`src/hw/adcpsc_pkg.sv`:
```
// Package: register map, field layout and scan constants for the converter pin and scan config
package adcpsc_pkg;
	localparam int ADDR_W = 4;
	localparam int DATA_W = 16;
	localparam int NUM_CH = 13;
	localparam int DIV_W = 8;
	localparam int CH_W = 4;
	localparam int SCAN_BUSY_BIT = 4;
	localparam logic [ADDR_W-1:0] ADDR_PIN_CONFIG = 4'h0;
	localparam logic [ADDR_W-1:0] ADDR_SCAN_SELECT = 4'h1;
	localparam logic [ADDR_W-1:0] ADDR_CLOCK_DIV = 4'h2;
	localparam logic [ADDR_W-1:0] ADDR_SCAN_STATUS = 4'h3;
	localparam int BANDGAP_BIT = 15;
	localparam logic [DATA_W-1:0] IMPL_MASK = 16'h9FFF;
	localparam logic [DATA_W-1:0] RESET_CONFIG = 16'h0000;
	localparam logic [7:0] RESET_DIV = 8'h00;
	localparam logic [7:0] DIV_MAX = 8'h3F;
	localparam logic [7:0] DIV_STEP = 8'h01;
	localparam logic [3:0] BANDGAP_CHANNEL = 4'hF;
	localparam logic [3:0] CH_ZERO = 4'h0;
	typedef enum logic [1:0] {
		ADCPSC_IDLE = 2'b01,
		ADCPSC_SCAN = 2'b10
	} adcpsc_state_t;
endpackage : adcpsc_pkg

```
`src/hw/adcpsc_top.sv`:
```
// Module: pin mode, scan channel sequencing and conversion clock divider
// Operation
// - Pin config top bit set turns band gap reference off; clear turns it on.
// - Pin config low thirteen bits: one puts pin in digital mode, port read on.
// - Pin config bit zero: analog mode, port read off, converter samples pin.
// - Bits 14 and 13 of pin config and scan select read zero.
// - Scan select top bit includes band gap channel in the scan.
// - Scan select low thirteen bits include matching channels in the scan.
// - Conversion clock period is instruction cycle times divider plus one.
// - Divider eight bits; codes above sixty-three are reserved.
`timescale 1ns/1ps
module adcpsc_top
	import adcpsc_pkg::*;
(
	// Clock, reset, enable
	input wire logic CLK,
	input wire logic RSTN,
	input wire logic CE,
	// Register port
	input wire logic [ADDR_W-1:0] ADDR,
	input wire logic [DATA_W-1:0] WDATA,
	input wire logic WR,
	input wire logic RD,
	output logic [DATA_W-1:0] RDATA,
	// Converter side
	input wire logic SCAN_ENABLE,
	input wire logic CONV_DONE,
	output logic [NUM_CH-1:0] PIN_DIGITAL_SELECT,
	output logic [NUM_CH-1:0] PIN_ANALOG,
	output logic BANDGAP_REF_ENABLE,
	output logic [3:0] SCAN_CHANNEL,
	output logic CONV_CLOCK_TICK
);

	// ----------------------------------------
	// State
	// ----------------------------------------
	typedef struct packed {
		logic [DATA_W-1:0] pin_config;
		logic [DATA_W-1:0] scan_select;
		logic [DIV_W-1:0] div;
		logic [DIV_W-1:0] div_count;
		logic tick;
		logic [3:0] channel;
		adcpsc_state_t state;
		logic [DATA_W-1:0] rdata;
	} adcpsc_regs_t;

	adcpsc_regs_t r;
	adcpsc_regs_t next_r;
	logic [DATA_W-1:0] scan_mask;
	logic [DIV_W-1:0] div_limit;

	// ----------------------------------------
	// Channel search
	// ----------------------------------------
	// Next selected channel above cur, wrapping; band gap counts as channel 15
	function automatic logic [3:0] adcpsc_next_ch(input logic [DATA_W-1:0] mask,
		input logic [3:0] cur);
		logic [3:0] found;
		logic hit;
		logic [4:0] c;
		found = cur;
		hit = 1'b0;
		for (int i = 1; i <= DATA_W; i++) begin
			c = 5'(cur) + 5'(i);
			if (!hit && mask[c[3:0]]) begin
				found = c[3:0];
				hit = 1'b1;
			end
		end
		return found;
	endfunction : adcpsc_next_ch

	// Lowest selected channel: search upward from just past the top channel
	function automatic logic [3:0] adcpsc_first_ch(input logic [DATA_W-1:0] mask);
		return adcpsc_next_ch(mask, BANDGAP_CHANNEL);
	endfunction : adcpsc_first_ch

	// ----------------------------------------
	// Register helpers
	// ----------------------------------------
	// Unimplemented bits never store, so they always read back zero
	function automatic logic [DATA_W-1:0] adcpsc_impl(input logic [DATA_W-1:0] word);
		return word & IMPL_MASK;
	endfunction : adcpsc_impl

	// Reserved codes saturate at the longest period rather than run off
	function automatic logic [DIV_W-1:0] adcpsc_div_limit(input logic [DIV_W-1:0] code);
		logic [DIV_W-1:0] lim;
		if (code > DIV_MAX) begin
			lim = DIV_MAX;
		end else begin
			lim = code;
		end
		return lim;
	endfunction : adcpsc_div_limit

	// Read-back word for one address; unmapped addresses read zero
	function automatic logic [DATA_W-1:0] adcpsc_read_word(input logic [ADDR_W-1:0] addr,
		input adcpsc_regs_t cur);
		logic [DATA_W-1:0] word;
		word = '0;
		case (addr)
			ADDR_PIN_CONFIG: begin
				word = adcpsc_impl(cur.pin_config);
			end
			ADDR_SCAN_SELECT: begin
				word = adcpsc_impl(cur.scan_select);
			end
			ADDR_CLOCK_DIV: begin
				word[DIV_W-1:0] = cur.div;
			end
			ADDR_SCAN_STATUS: begin
				word[SCAN_BUSY_BIT] = (cur.state == ADCPSC_SCAN);
				word[CH_W-1:0] = cur.channel;
			end
			default: begin
				word = '0;
			end
		endcase
		return word;
	endfunction : adcpsc_read_word

	// ----------------------------------------
	// Next state
	// ----------------------------------------
	assign scan_mask = adcpsc_impl(r.scan_select);
	assign div_limit = adcpsc_div_limit(r.div);

	always_comb begin
		next_r = r;
		// ----------------------------------------
		// Register writes
		// ----------------------------------------
		if (WR) begin
			case (ADDR)
				ADDR_PIN_CONFIG: begin
					next_r.pin_config = adcpsc_impl(WDATA);
				end
				ADDR_SCAN_SELECT: begin
					next_r.scan_select = adcpsc_impl(WDATA);
				end
				ADDR_CLOCK_DIV: begin
					next_r.div = WDATA[DIV_W-1:0];
				end
				default: begin
					// Status and unmapped addresses ignore writes
					next_r.pin_config = r.pin_config;
				end
			endcase
		end
		// ----------------------------------------
		// Register reads
		// ----------------------------------------
		// Read data stand only in the cycle after the strobe
		if (RD) begin
			next_r.rdata = adcpsc_read_word(ADDR, r);
		end else begin
			next_r.rdata = '0;
		end
		// ----------------------------------------
		// Conversion clock divider
		// ----------------------------------------
		// Compare with >= so a shorter code written mid-count ends the period at once
		if (r.div_count >= div_limit) begin
			next_r.div_count = RESET_DIV;
			next_r.tick = 1'b1;
		end else begin
			next_r.div_count = r.div_count + DIV_STEP;
			next_r.tick = 1'b0;
		end
		// ----------------------------------------
		// Scan sequencer
		// ----------------------------------------
		case (r.state)
			ADCPSC_IDLE: begin
				if (SCAN_ENABLE && scan_mask != '0) begin
					// Start from the lowest selected channel
					next_r.channel = adcpsc_first_ch(scan_mask);
					next_r.state = ADCPSC_SCAN;
				end
			end
			ADCPSC_SCAN: begin
				// An empty mask ends the scan rather than parking on a stale channel
				if (!SCAN_ENABLE || scan_mask == '0) begin
					next_r.state = ADCPSC_IDLE;
					next_r.channel = CH_ZERO;
				end else if (CONV_DONE) begin
					next_r.channel = adcpsc_next_ch(scan_mask, r.channel);
				end
			end
			default: begin
				// Illegal code after an upset: fall back to idle
				next_r.state = ADCPSC_IDLE;
				next_r.channel = CH_ZERO;
			end
		endcase
	end

	// ----------------------------------------
	// State register
	// ----------------------------------------

	always_ff @(posedge CLK) begin
		if (!RSTN) begin
			r.pin_config <= RESET_CONFIG;
			r.scan_select <= RESET_CONFIG;
			r.div <= RESET_DIV;
			r.div_count <= RESET_DIV;
			r.tick <= 1'b0;
			r.channel <= CH_ZERO;
			r.state <= ADCPSC_IDLE;
			r.rdata <= '0;
		end else if (CE) begin
			r <= next_r;
		end
	end

	// ----------------------------------------
	// Outputs
	// ----------------------------------------
	assign RDATA = r.rdata;
	assign PIN_DIGITAL_SELECT = r.pin_config[NUM_CH-1:0];
	assign PIN_ANALOG = ~r.pin_config[NUM_CH-1:0];
	assign BANDGAP_REF_ENABLE = ~r.pin_config[BANDGAP_BIT];
	assign SCAN_CHANNEL = r.channel;
	assign CONV_CLOCK_TICK = r.tick;

endmodule : adcpsc_top

```
`config.mk`:
```
export PLATFORM = sky130hd
export DESIGN_NAME = adcpsc_top
export DESIGN_NICKNAME = d
export VERILOG_FILES = /design/src/hw/adcpsc_pkg.sv /design/src/hw/adcpsc_top.sv
export SDC_FILE = /design/constraint.sdc
export NUM_CORES = 1
export LEC_CHECK = 0
export BUFFER_PORTS_ARGS = -buffer_cell sky130_fd_sc_hd__buf_2
export CAP_MARGIN = 20
export CORE_UTILIZATION = 44
export DETAILED_ROUTE_END_ITERATION = 8
export HOLD_SLACK_MARGIN = 0.1
export PLACE_DENSITY_LB_ADDON = 0.2
export SLEW_MARGIN = 20
export SYNTH_ARGS = -nofsm -noshare
export SYNTH_HDL_FRONTEND = slang
export SYNTH_SLANG_ARGS = --single-unit
```
`constraint.sdc`:
```
create_clock -name CLK -period 5.6 [get_ports CLK]
set_input_delay 0.56 -clock CLK [delete_from_list [all_inputs] [get_ports CLK]]
set_output_delay 0.56 -clock CLK [all_outputs]
set_load 0.01 [all_outputs]
```
==> results of run 1 <==
## cells in the final DEF, fill, tap and decap left out, types with 20 or more instances in the layout
| master | netlist | layout |
|---|---|---|
| dfxtp_1 | 65 | 65 |
| a21oi_1 | 25 | 25 |
| mux4_2 | 27 | 27 |
| nand2_1 | 27 | 27 |
| ha_1 | 20 | 20 |
| nor2_1 | 98 | 98 |
| buf_2 | 5 | 70 |
| mux2i_1 | 63 | 63 |
| inv_1 | 31 | 31 |
## flip-flops by register name, indices dropped and copies added, names as in the netlist
register and count:
PIN_DIGITAL_SELECT 13, SCAN_CHANNEL 4, RDATA 14, r 33
CONV_CLOCK_TICK 1
## layout make-up
cell class | count | area, um2
Clock inverter | 6 | 90.1
Clock buffer | 10 | 239
Timing Repair Buffer | 77 | 403
Sequential cell | 65 | 1300
Inverter | 34 | 128
Fill cell | 1229 | 6080
Multi-Input combinational cell | 467 | 3760
Tap cell | 168 | 210
## worst reg2reg max path, cell delays in order (launching register included)
cell and delay, ps:
dfxtp_1 310, buf_4 350, inv_1 230, ha_1 620, mux4_2 660, mux4_2 630
nor3_4 380, and3_1 290, a31oi_2 200, nand2b_1 130, mux2_1 320, a32o_2 210
## metal layers
layer	global-route usage	up-vias	part of all wire
met3	0.0511	23	0.054
li1	-	2335	-
met5	0	-	0
met1	0.312	2391	0.45
met4	0.0675	0	0.018
met2	0.394	136	0.47
## through the flow
stage          instance area, um2  worst slack, ps  power, mW   util  instances
6_report                     6130             1160       1.67  0.502        827
4_1_cts                      6130             1130       1.67  0.502        827
5_1_grt                      6130              910       1.75  0.502        827
3_5_place_dp                 5800             1130       1.05  0.475        811
2_1_floorplan                5610             1600      0.934      -        638
3_3_place_gp                 5800             1230       1.05  0.475        811
## path summary, 6_finish.rpt
kind                                 from                           end  slack (ps)  depth (start not counted)
min                                  RSTN            r[16]$_SDFFE_PN1P_         470                          2
min reg2reg  CONV_CLOCK_TICK$_SDFFE_PN0P_  CONV_CLOCK_TICK$_SDFFE_PN0P_         470                          2
max          SCAN_CHANNEL[0]$_SDFFE_PN0P_  SCAN_CHANNEL[2]$_SDFFE_PN0P_        1160                         11
max reg2reg  SCAN_CHANNEL[0]$_SDFFE_PN0P_  SCAN_CHANNEL[2]$_SDFFE_PN0P_        1160                         11
## cells by family (layout without fill, tap and decap cells)
| group | after synthesis | count (layout) | share of synthesized area |
|---|---|---|---|
| multiplexers | 104 | 104 | 0.263 |
| AND/OR/NAND/NOR | 195 | 195 | 0.169 |
| XOR/XNOR | 18 | 18 | 0.0308 |
| other | 2 | 4 | 0.00134 |
| buffers and inverters | 106 | 127 | 0.0983 |
| flip-flops | 65 | 65 | 0.232 |
| adder cells (fa/ha/maj) | 20 | 20 | 0.0447 |
| AO/OA/AOI/OAI | 126 | 126 | 0.160 |
## power groups by stage
stage | logic, mW | clock network (mW) | registers, mW
floorplan | 0.440 | 0 | 0.494
global placement | 0.550 | 0 | 0.498
detailed placement | 0.556 | 0 | 0.498
CTS | 0.559 | 0.625 | 0.488
global route | 0.611 | 0.647 | 0.490
finish | 0.565 | 0.617 | 0.488
==> results.yml, run 1 <==
logic_synthesis:
  synthCells: 636
  ys_warn_count: 0
  synth_edf_count: 0
  synth.area.top_cells: "dfxtp_1 23%, mux2i_1 11%, mux4_2 11%"
  ys_seq_area_frac: 0.232
  synth_area_um2: 5600
  ys_ff_latch: 65
  synth_most_common_cell: "nor2_1"
  synth_top_area_cell: "dfxtp_1"
  syn_area_per_cell_um2: 8.81
  async_flop_share: 0
  ys.flop_type: "dfxtp_1"
  synth.distinct_cells: 76
  synth.top_cell.area_share: 0.232
  synth_commonest_cells: "98 x nor2_1, 65 x dfxtp_1, 63 x mux2i_1"
sta:
  rsz0062_at_grt: "no"
  maxSlewViolCount: 0
  skew_ps: 5.95
  fin_crit_sh: 0.792
  period_minus_slack_ps: 4440
  worstMarginPinSlew_ps: 1060
  finalHoldViolCount: 0
  hold_slack_ps: 473
  final-setup-viol-count: 0
  slew_headroom: 0.293
  fmax_ghz: 0.225
  fin_setup_tns_ps: 0
global_routing:
  grt_pass1_vias: 4509
  antenna_found_initial: 0
  gr-total-overflow: 0
  grt_pass1_wl_mm: 24.5
  gr-usage-all-layers: 0.237
  grt_max_degree: 64
pwr:
  swShare: 0.339
  p_clk_frac: 0.370
  seq_power_share: 0.292
  pwr-share-comb: 0.338
  ir_drop_uv: 131
  p_leak_nw: 2.61
  p_sw_uw: 566
  powerDensity_nw_per_um2: 273
  internal-power_mw: 1.10
cts:
  hold_buffers: 0
  root_buffer: "clkbuf_16"
  cts-buffers-inserted: 9
  ctsResizeCount: 0
  path_clk_slew_ps: 50
  cts.sinks: 65
  clk_path_buf_depth: 2
  clock_latency_ps: 330
  cts_htree_levels: 3
  post_cts_buffers: 0
  cts_tree: "yes"
detailed_routing:
  drt_iter0_drc: 364
  routedWlPerCell_um: 18.2
  vias: 4885
  firstDrtPassIters: 4
  drt-vias-per-instance: 5.91
  drc: 0
  antenna_left: 0
  drt_wl_total_mm: 15.1
floorplanning:
  die_area_um2: 13200
  dieWidth_um: 115
  start_util: 0.459
  coreArea_um2: 12200
  rows: 40
  dieHeight_um: 115
  io_pins: 75
worst_setup_path:
  worstSetupStartpointType: "register"
  worstPathRequired_ps: 5820
  path_buf_inv: 2
  crit_chain: "buf_4 -> inv_1 -> ha_1 -> mux4_2 -> mux4_2 -> nor3_4 -> and3_1 -> a31oi_2 -> nand2b_1 -> mux2_1 -> a32o_2"
  criticalPathCategory: "reg -> reg"
  path_common_cell: "mux4_2"
  critPathMaxStageDelay_ps: 660
  crit_slowest_cell: "mux4_2"
  end_kind: "register"
  path_max_fanout: 32
  cp_top_family: "multiplexers"
  critPathArrivalTime_ps: 4660
run_status:
  status: "finished clean"
placed_design:
  dp_hpwl_mm: 11.3
  gp_congestion: 0.902
  port_buffers: 70
final_layout:
  insertedDiodeCount: 0
  nets: 701
  area_delta_synth_final_pct: 9.41
  layout-drive-gt1-share: 0.226
hold_path:
  hold_class: "in -> reg"
job:
  max_cap_violations: 0
Note: power is estimated with default switching activity, not from simulation.
==> run 2, diff against run 1 <==
==> constraint.sdc (replaced) <==
create_clock -name CLK -period 4.1 [get_ports CLK]
set_input_delay 0.41 -clock CLK [delete_from_list [all_inputs] [get_ports CLK]]
set_output_delay 0.41 -clock CLK [all_outputs]
set_load 0.01 [all_outputs]
==> results.yml, run 2 (synthesized netlist as in run 1, its figures left out) <==
hold_path:
  hold_class: "in -> reg"
sta:
  fmax_ghz: 0.260
  fin_crit_sh: 0.938
  fin_setup_tns_ps: 0
  worstMarginPinSlew_ps: 883
  finalHoldViolCount: 0
  setup_ws_ps: 253
  maxSlewViolCount: 0
  rsz0062_at_grt: "no"
  slew_headroom: 0.411
  period_minus_slack_ps: 3850
  skew_ps: 8.89
  final-setup-viol-count: 0
detailed_routing:
  drt_iter0_drc: 355
  antenna_left: 0
  drt_wl_total_mm: 15.0
  routedWlPerCell_um: 17.9
  vias: 4918
  firstDrtPassIters: 5
  drt-vias-per-instance: 5.88
  drc: 0
worst_setup_path:
  timing.rr.end: "SCAN_CHANNEL[2]$_SDFFE_PN0P_"
  path_max_fanout: 13
  startpoint: "SCAN_CHANNEL[0]$_SDFFE_PN0P_"
  end_kind: "register"
  rr_worst_depth: 12
  worstSetupStartpointType: "register"
  rrSetupSlack_ps: 250
  r2r-start: "SCAN_CHANNEL[0]$_SDFFE_PN0P_"
  setup.worst_path.end: "SCAN_CHANNEL[2]$_SDFFE_PN0P_"
  critPathArrivalTime_ps: 4070
  criticalPathCategory: "reg -> reg"
  worstPathRequired_ps: 4330
global_routing:
  antenna_found_initial: 0
  grt-busiest-layer: "met2"
  use_met3: 0.0448
  grt_pass1_vias: 4562
  gr-usage-all-layers: 0.239
  grt_max_degree: 63
  gr-total-overflow: 0
  use_met2: 0.383
  gr-usage-met1: 0.329
  grt_pass1_wl_mm: 24.5
run_status:
  status: "finished clean"
final_layout:
  layout-drive-gt1-share: 0.238
  nets: 711
  largest_reg_flops: 33
  layout_common_cells: "98 x nor2_1, 70 x buf_2, 65 x dfxtp_1"
  design_area_um2: 6150
  seqCellArea_um2: 1300
  multi_input_area_um2: 3760
  final_common_cell: "nor2_1"
  largest_register: "r"
  fill_cells: 1231
  area_delta_synth_final_pct: 9.85
  insertedDiodeCount: 0
cts:
  post_cts_buffers: 0
  clk_path_buf_depth: 2
  path_clk_slew_ps: 60
  cts_htree_levels: 3
  clock_latency_ps: 340
  ctsResizeCount: 0
  root_buffer: "clkbuf_16"
  cts-buffers-inserted: 9
  cts_tree: "yes"
  hold_buffers: 0
  cts.sinks: 65
floorplanning:
  start_util: 0.459
  die_area_um2: 13200
  rows: 40
  dieHeight_um: 115
  io_pins: 75
  coreArea_um2: 12200
  dieWidth_um: 115
placed_design:
  gp_congestion: 0.925
  placed_area_um2: 5870
  dp_hpwl_mm: 11.3
  pre_cts_ws_ps: 250
  port_buffers: 70
pwr:
  ir_drop_uv: 242
  powerDensity_nw_per_um2: 354
  p_leak_nw: 2.63
job:
  max_cap_violations: 0
## run 2: critical path, cell delays in order (launching register included)
cell      delay [ps]
dfxtp_1          340
inv_1             60
ha_1             450
buf_4            260
mux2i_1          240
mux2i_1          220
mux4_2           620
nor3_4           370
and3_1           290
a31oi_2          210
nand2b_1         140
mux2_1           320
a32o_2           210
## run 2: where the power goes
group | switching [mW] | internal [mW] | leakage (nW)
registers | 0.0180 | 0.647 | 0.525
clock network | 0.304 | 0.413 | 0.128
logic | 0.467 | 0.331 | 1.97
total | 0.789 | 1.39 | 2.63
## run 2: layer usage
| metal | wire length, um | vias up | share of wire |
|---|---|---|---|
| met2 | 6890 | 184 | 0.46 |
| met5 | 0 | - | 0 |
| li1 | - | 2342 | - |
| met1 | 6800 | 2373 | 0.45 |
| met4 | 229 | 0 | 0.015 |
| met3 | 1100 | 19 | 0.073 |
## run 2: area by class of cell
cell class | instances | area share
Clock buffer | 9 | 0.0366
Tap cell | 168 | 0.0342
Clock inverter | 7 | 0.00875
Timing Repair Buffer | 87 | 0.0777
Sequential cell | 65 | 0.212
Inverter | 34 | 0.0207
Multi-Input combinational cell | 467 | 0.611
## run 2: through the flow
step / hold WS [ps] / power [mW] / cells / utilization
floorplan: 460 / 1.28 / 638 / -
global placement: 471 / 1.46 / 821 / 0.481
detailed placement: 471 / 1.46 / 821 / 0.481
CTS: 319 / 2.18 / 837 / 0.504
global route: 336 / 2.28 / 837 / 0.504
finish: 326 / 2.18 / 837 / 0.504
## run 2: worst min-delay path by stage
stage | from | to | slack, ps | cells past startpoint
final | WDATA[9] | PIN_DIGITAL_SELECT[9]$_SDFFE_PN0P_ | 330 | 3
after global routing | WDATA[9] | PIN_DIGITAL_SELECT[9]$_SDFFE_PN0P_ | 340 | 3
after CTS | WDATA[9] | PIN_DIGITAL_SELECT[9]$_SDFFE_PN0P_ | 320 | 3
after detailed placement | CONV_CLOCK_TICK$_SDFFE_PN0P_ | CONV_CLOCK_TICK$_SDFFE_PN0P_ | 470 | 2
after global placement | RDATA[11]$_SDFFE_PN0P_ | RDATA[11]$_SDFFE_PN0P_ | 470 | 2
after floorplan | RDATA[10]$_SDFFE_PN0P_ | RDATA[10]$_SDFFE_PN0P_ | 460 | 2
==> run 3, diff against run 2 <==
--- a/config.mk
+++ b/config.mk
@@ -11,6 +11,7 @@
 export DETAILED_ROUTE_END_ITERATION = 8
 export HOLD_SLACK_MARGIN = 0.1
 export PLACE_DENSITY_LB_ADDON = 0.2
+export RECOVER_POWER = 100
 export SLEW_MARGIN = 20
 export SYNTH_ARGS = -nofsm -noshare
 export SYNTH_HDL_FRONTEND = slang
==> results.yml, run 3 (synthesized netlist as in run 1, its figures left out) <==
run_status:
  status: "finished clean"
pwr:
  seq_power_share: 0.306
  p_leak_nw: 2.47
  internal-power_mw: 1.38
  pwr-share-comb: 0.363
  p_clk_frac: 0.330
  powerDensity_nw_per_um2: 357
  p_sw_uw: 787
  swShare: 0.363
  ir_drop_uv: 241
sta:
  final-setup-viol-count: 0
  fin_setup_tns_ps: 0
  worstMarginPinSlew_ps: 1080
  fmax_ghz: 0.262
  fin_crit_sh: 0.931
  maxSlewViolCount: 0
  finalHoldViolCount: 0
  slew_headroom: 0.283
  skew_ps: 9.64
  rsz0062_at_grt: "no"
  period_minus_slack_ps: 3820
final_layout:
  final_common_cell: "nor2_1"
  layout_common_cells: "98 x nor2_1, 65 x dfxtp_1, 63 x mux2i_1"
  layout-drive-gt1-share: 0.169
  area_delta_synth_final_pct: 8.58
  nets: 711
  fill_cells: 1246
  largest_register: "r"
  insertedDiodeCount: 0
  largest_reg_flops: 33
  final_core_util: 0.498
cts:
  cts.sinks: 65
  clk_path_buf_depth: 2
  post_cts_buffers: 0
  cts_htree_levels: 3
  cts_tree: "yes"
  ctsResizeCount: 0
  hold_buffers: 0
  path_clk_slew_ps: 60
  cts-buffers-inserted: 9
  root_buffer: "clkbuf_16"
  clock_latency_ps: 340
worst_setup_path:
  end_kind: "register"
  path_buf_inv: 2
  criticalPathCategory: "reg -> reg"
  worstSetupStartpointType: "register"
  cp_top_family: "multiplexers"
  path_max_fanout: 13
  crit_chain: "inv_1 -> ha_1 -> buf_4 -> mux2i_1 -> mux2i_1 -> mux4_2 -> nor3_4 -> and3_1 -> a31oi_2 -> nand2b_1 -> mux2_1 -> a32o_2"
  worstPathRequired_ps: 4330
  critPathMaxStageDelay_ps: 620
  critPathArrivalTime_ps: 4040
  crit_slowest_cell: "mux4_2"
  path_common_cell: "mux2i_1"
detailed_routing:
  routedWlPerCell_um: 17.9
  drt-vias-per-instance: 5.91
  drt_wl_total_mm: 15.0
  firstDrtPassIters: 5
  antenna_left: 0
  drc: 0
  drt_iter0_drc: 381
  vias: 4946
placed_design:
  dp_hpwl_mm: 11.3
  gp_congestion: 0.925
  port_buffers: 70
global_routing:
  grt_pass1_vias: 4562
  antenna_found_initial: 0
  grt_max_degree: 63
  gr-total-overflow: 0
  grt_pass1_wl_mm: 24.5
  gr-usage-all-layers: 0.239
floorplanning:
  io_pins: 75
  start_util: 0.459
  dieHeight_um: 115
  die_area_um2: 13200
  rows: 40
  coreArea_um2: 12200
  dieWidth_um: 115
job:
  max_cap_violations: 0
hold_path:
  hold_class: "in -> reg"
[run 3: worst register-to-register path, cell delays in order, from the launching register on]
cell and delay [ps]:
dfxtp_1 350, inv_1 60, ha_1 440, buf_4 260, mux2i_1 250, mux2i_1 210
mux4_2 620, nor3_4 350, and3_1 290, a31oi_2 210, nand2b_1 140, mux2_1 320
a32o_2 210
[run 3: worst paths after layout]
check | start | to | slack [ps] | depth (start not counted)
worst max-delay path | SCAN_CHANNEL[0]$_SDFFE_PN0P_ | SCAN_CHANNEL[2]$_SDFFE_PN0P_ | 280 | 12
worst min-delay path | WDATA[9] | PIN_DIGITAL_SELECT[9]$_SDFFE_PN0P_ | 330 | 3
worst max register to register | SCAN_CHANNEL[0]$_SDFFE_PN0P_ | SCAN_CHANNEL[2]$_SDFFE_PN0P_ | 280 | 12
worst min register to register | CONV_CLOCK_TICK$_SDFFE_PN0P_ | CONV_CLOCK_TICK$_SDFFE_PN0P_ | 480 | 2
[run 3: layout make-up]
class	count	area (um2)	area share
clock buffer	9	225	0.0370
multi-input combinational	467	3750	0.616
tap	168	210	0.0346
inverter	34	128	0.0210
sequential	65	1300	0.214
timing repair buffer	87	415	0.0683
clock inverter	7	53.8	0.00885
[run 3: stage by stage]
step / instance area, um2 / setup slack (ps) / power (mW) / hold WS, ps / std cells
after global placement: 5870 / 365 / 1.46 / 471 / 821
final: 6080 / 282 / 2.17 / 326 / 837
after floorplan: 5610 / 104 / 1.28 / 460 / 638
after detailed placement: 5870 / 250 / 1.46 / 471 / 821
after global routing: 6080 / 28.4 / 2.27 / 336 / 837
after CTS: 6150 / 244 / 2.18 / 319 / 837
[run 3: layer usage]
layer	GRT usage	vias up	wire length [um]
met2	0.383	200	6870
met3	0.0448	22	1030
met4	0.0684	0	220
met1	0.329	2386	6880
met5	0	-	0
li1	-	2338	-
[run 3: power by group through the flow]
| stage | clock network, mW | registers [mW] | logic [mW] |
|---|---|---|---|
| CTS | 0.728 | 0.665 | 0.790 |
| finish | 0.717 | 0.665 | 0.789 |
| global route | 0.753 | 0.667 | 0.851 |
| global placement | 0 | 0.678 | 0.778 |
| floorplan | 0 | 0.675 | 0.601 |
| detailed placement | 0 | 0.679 | 0.786 |
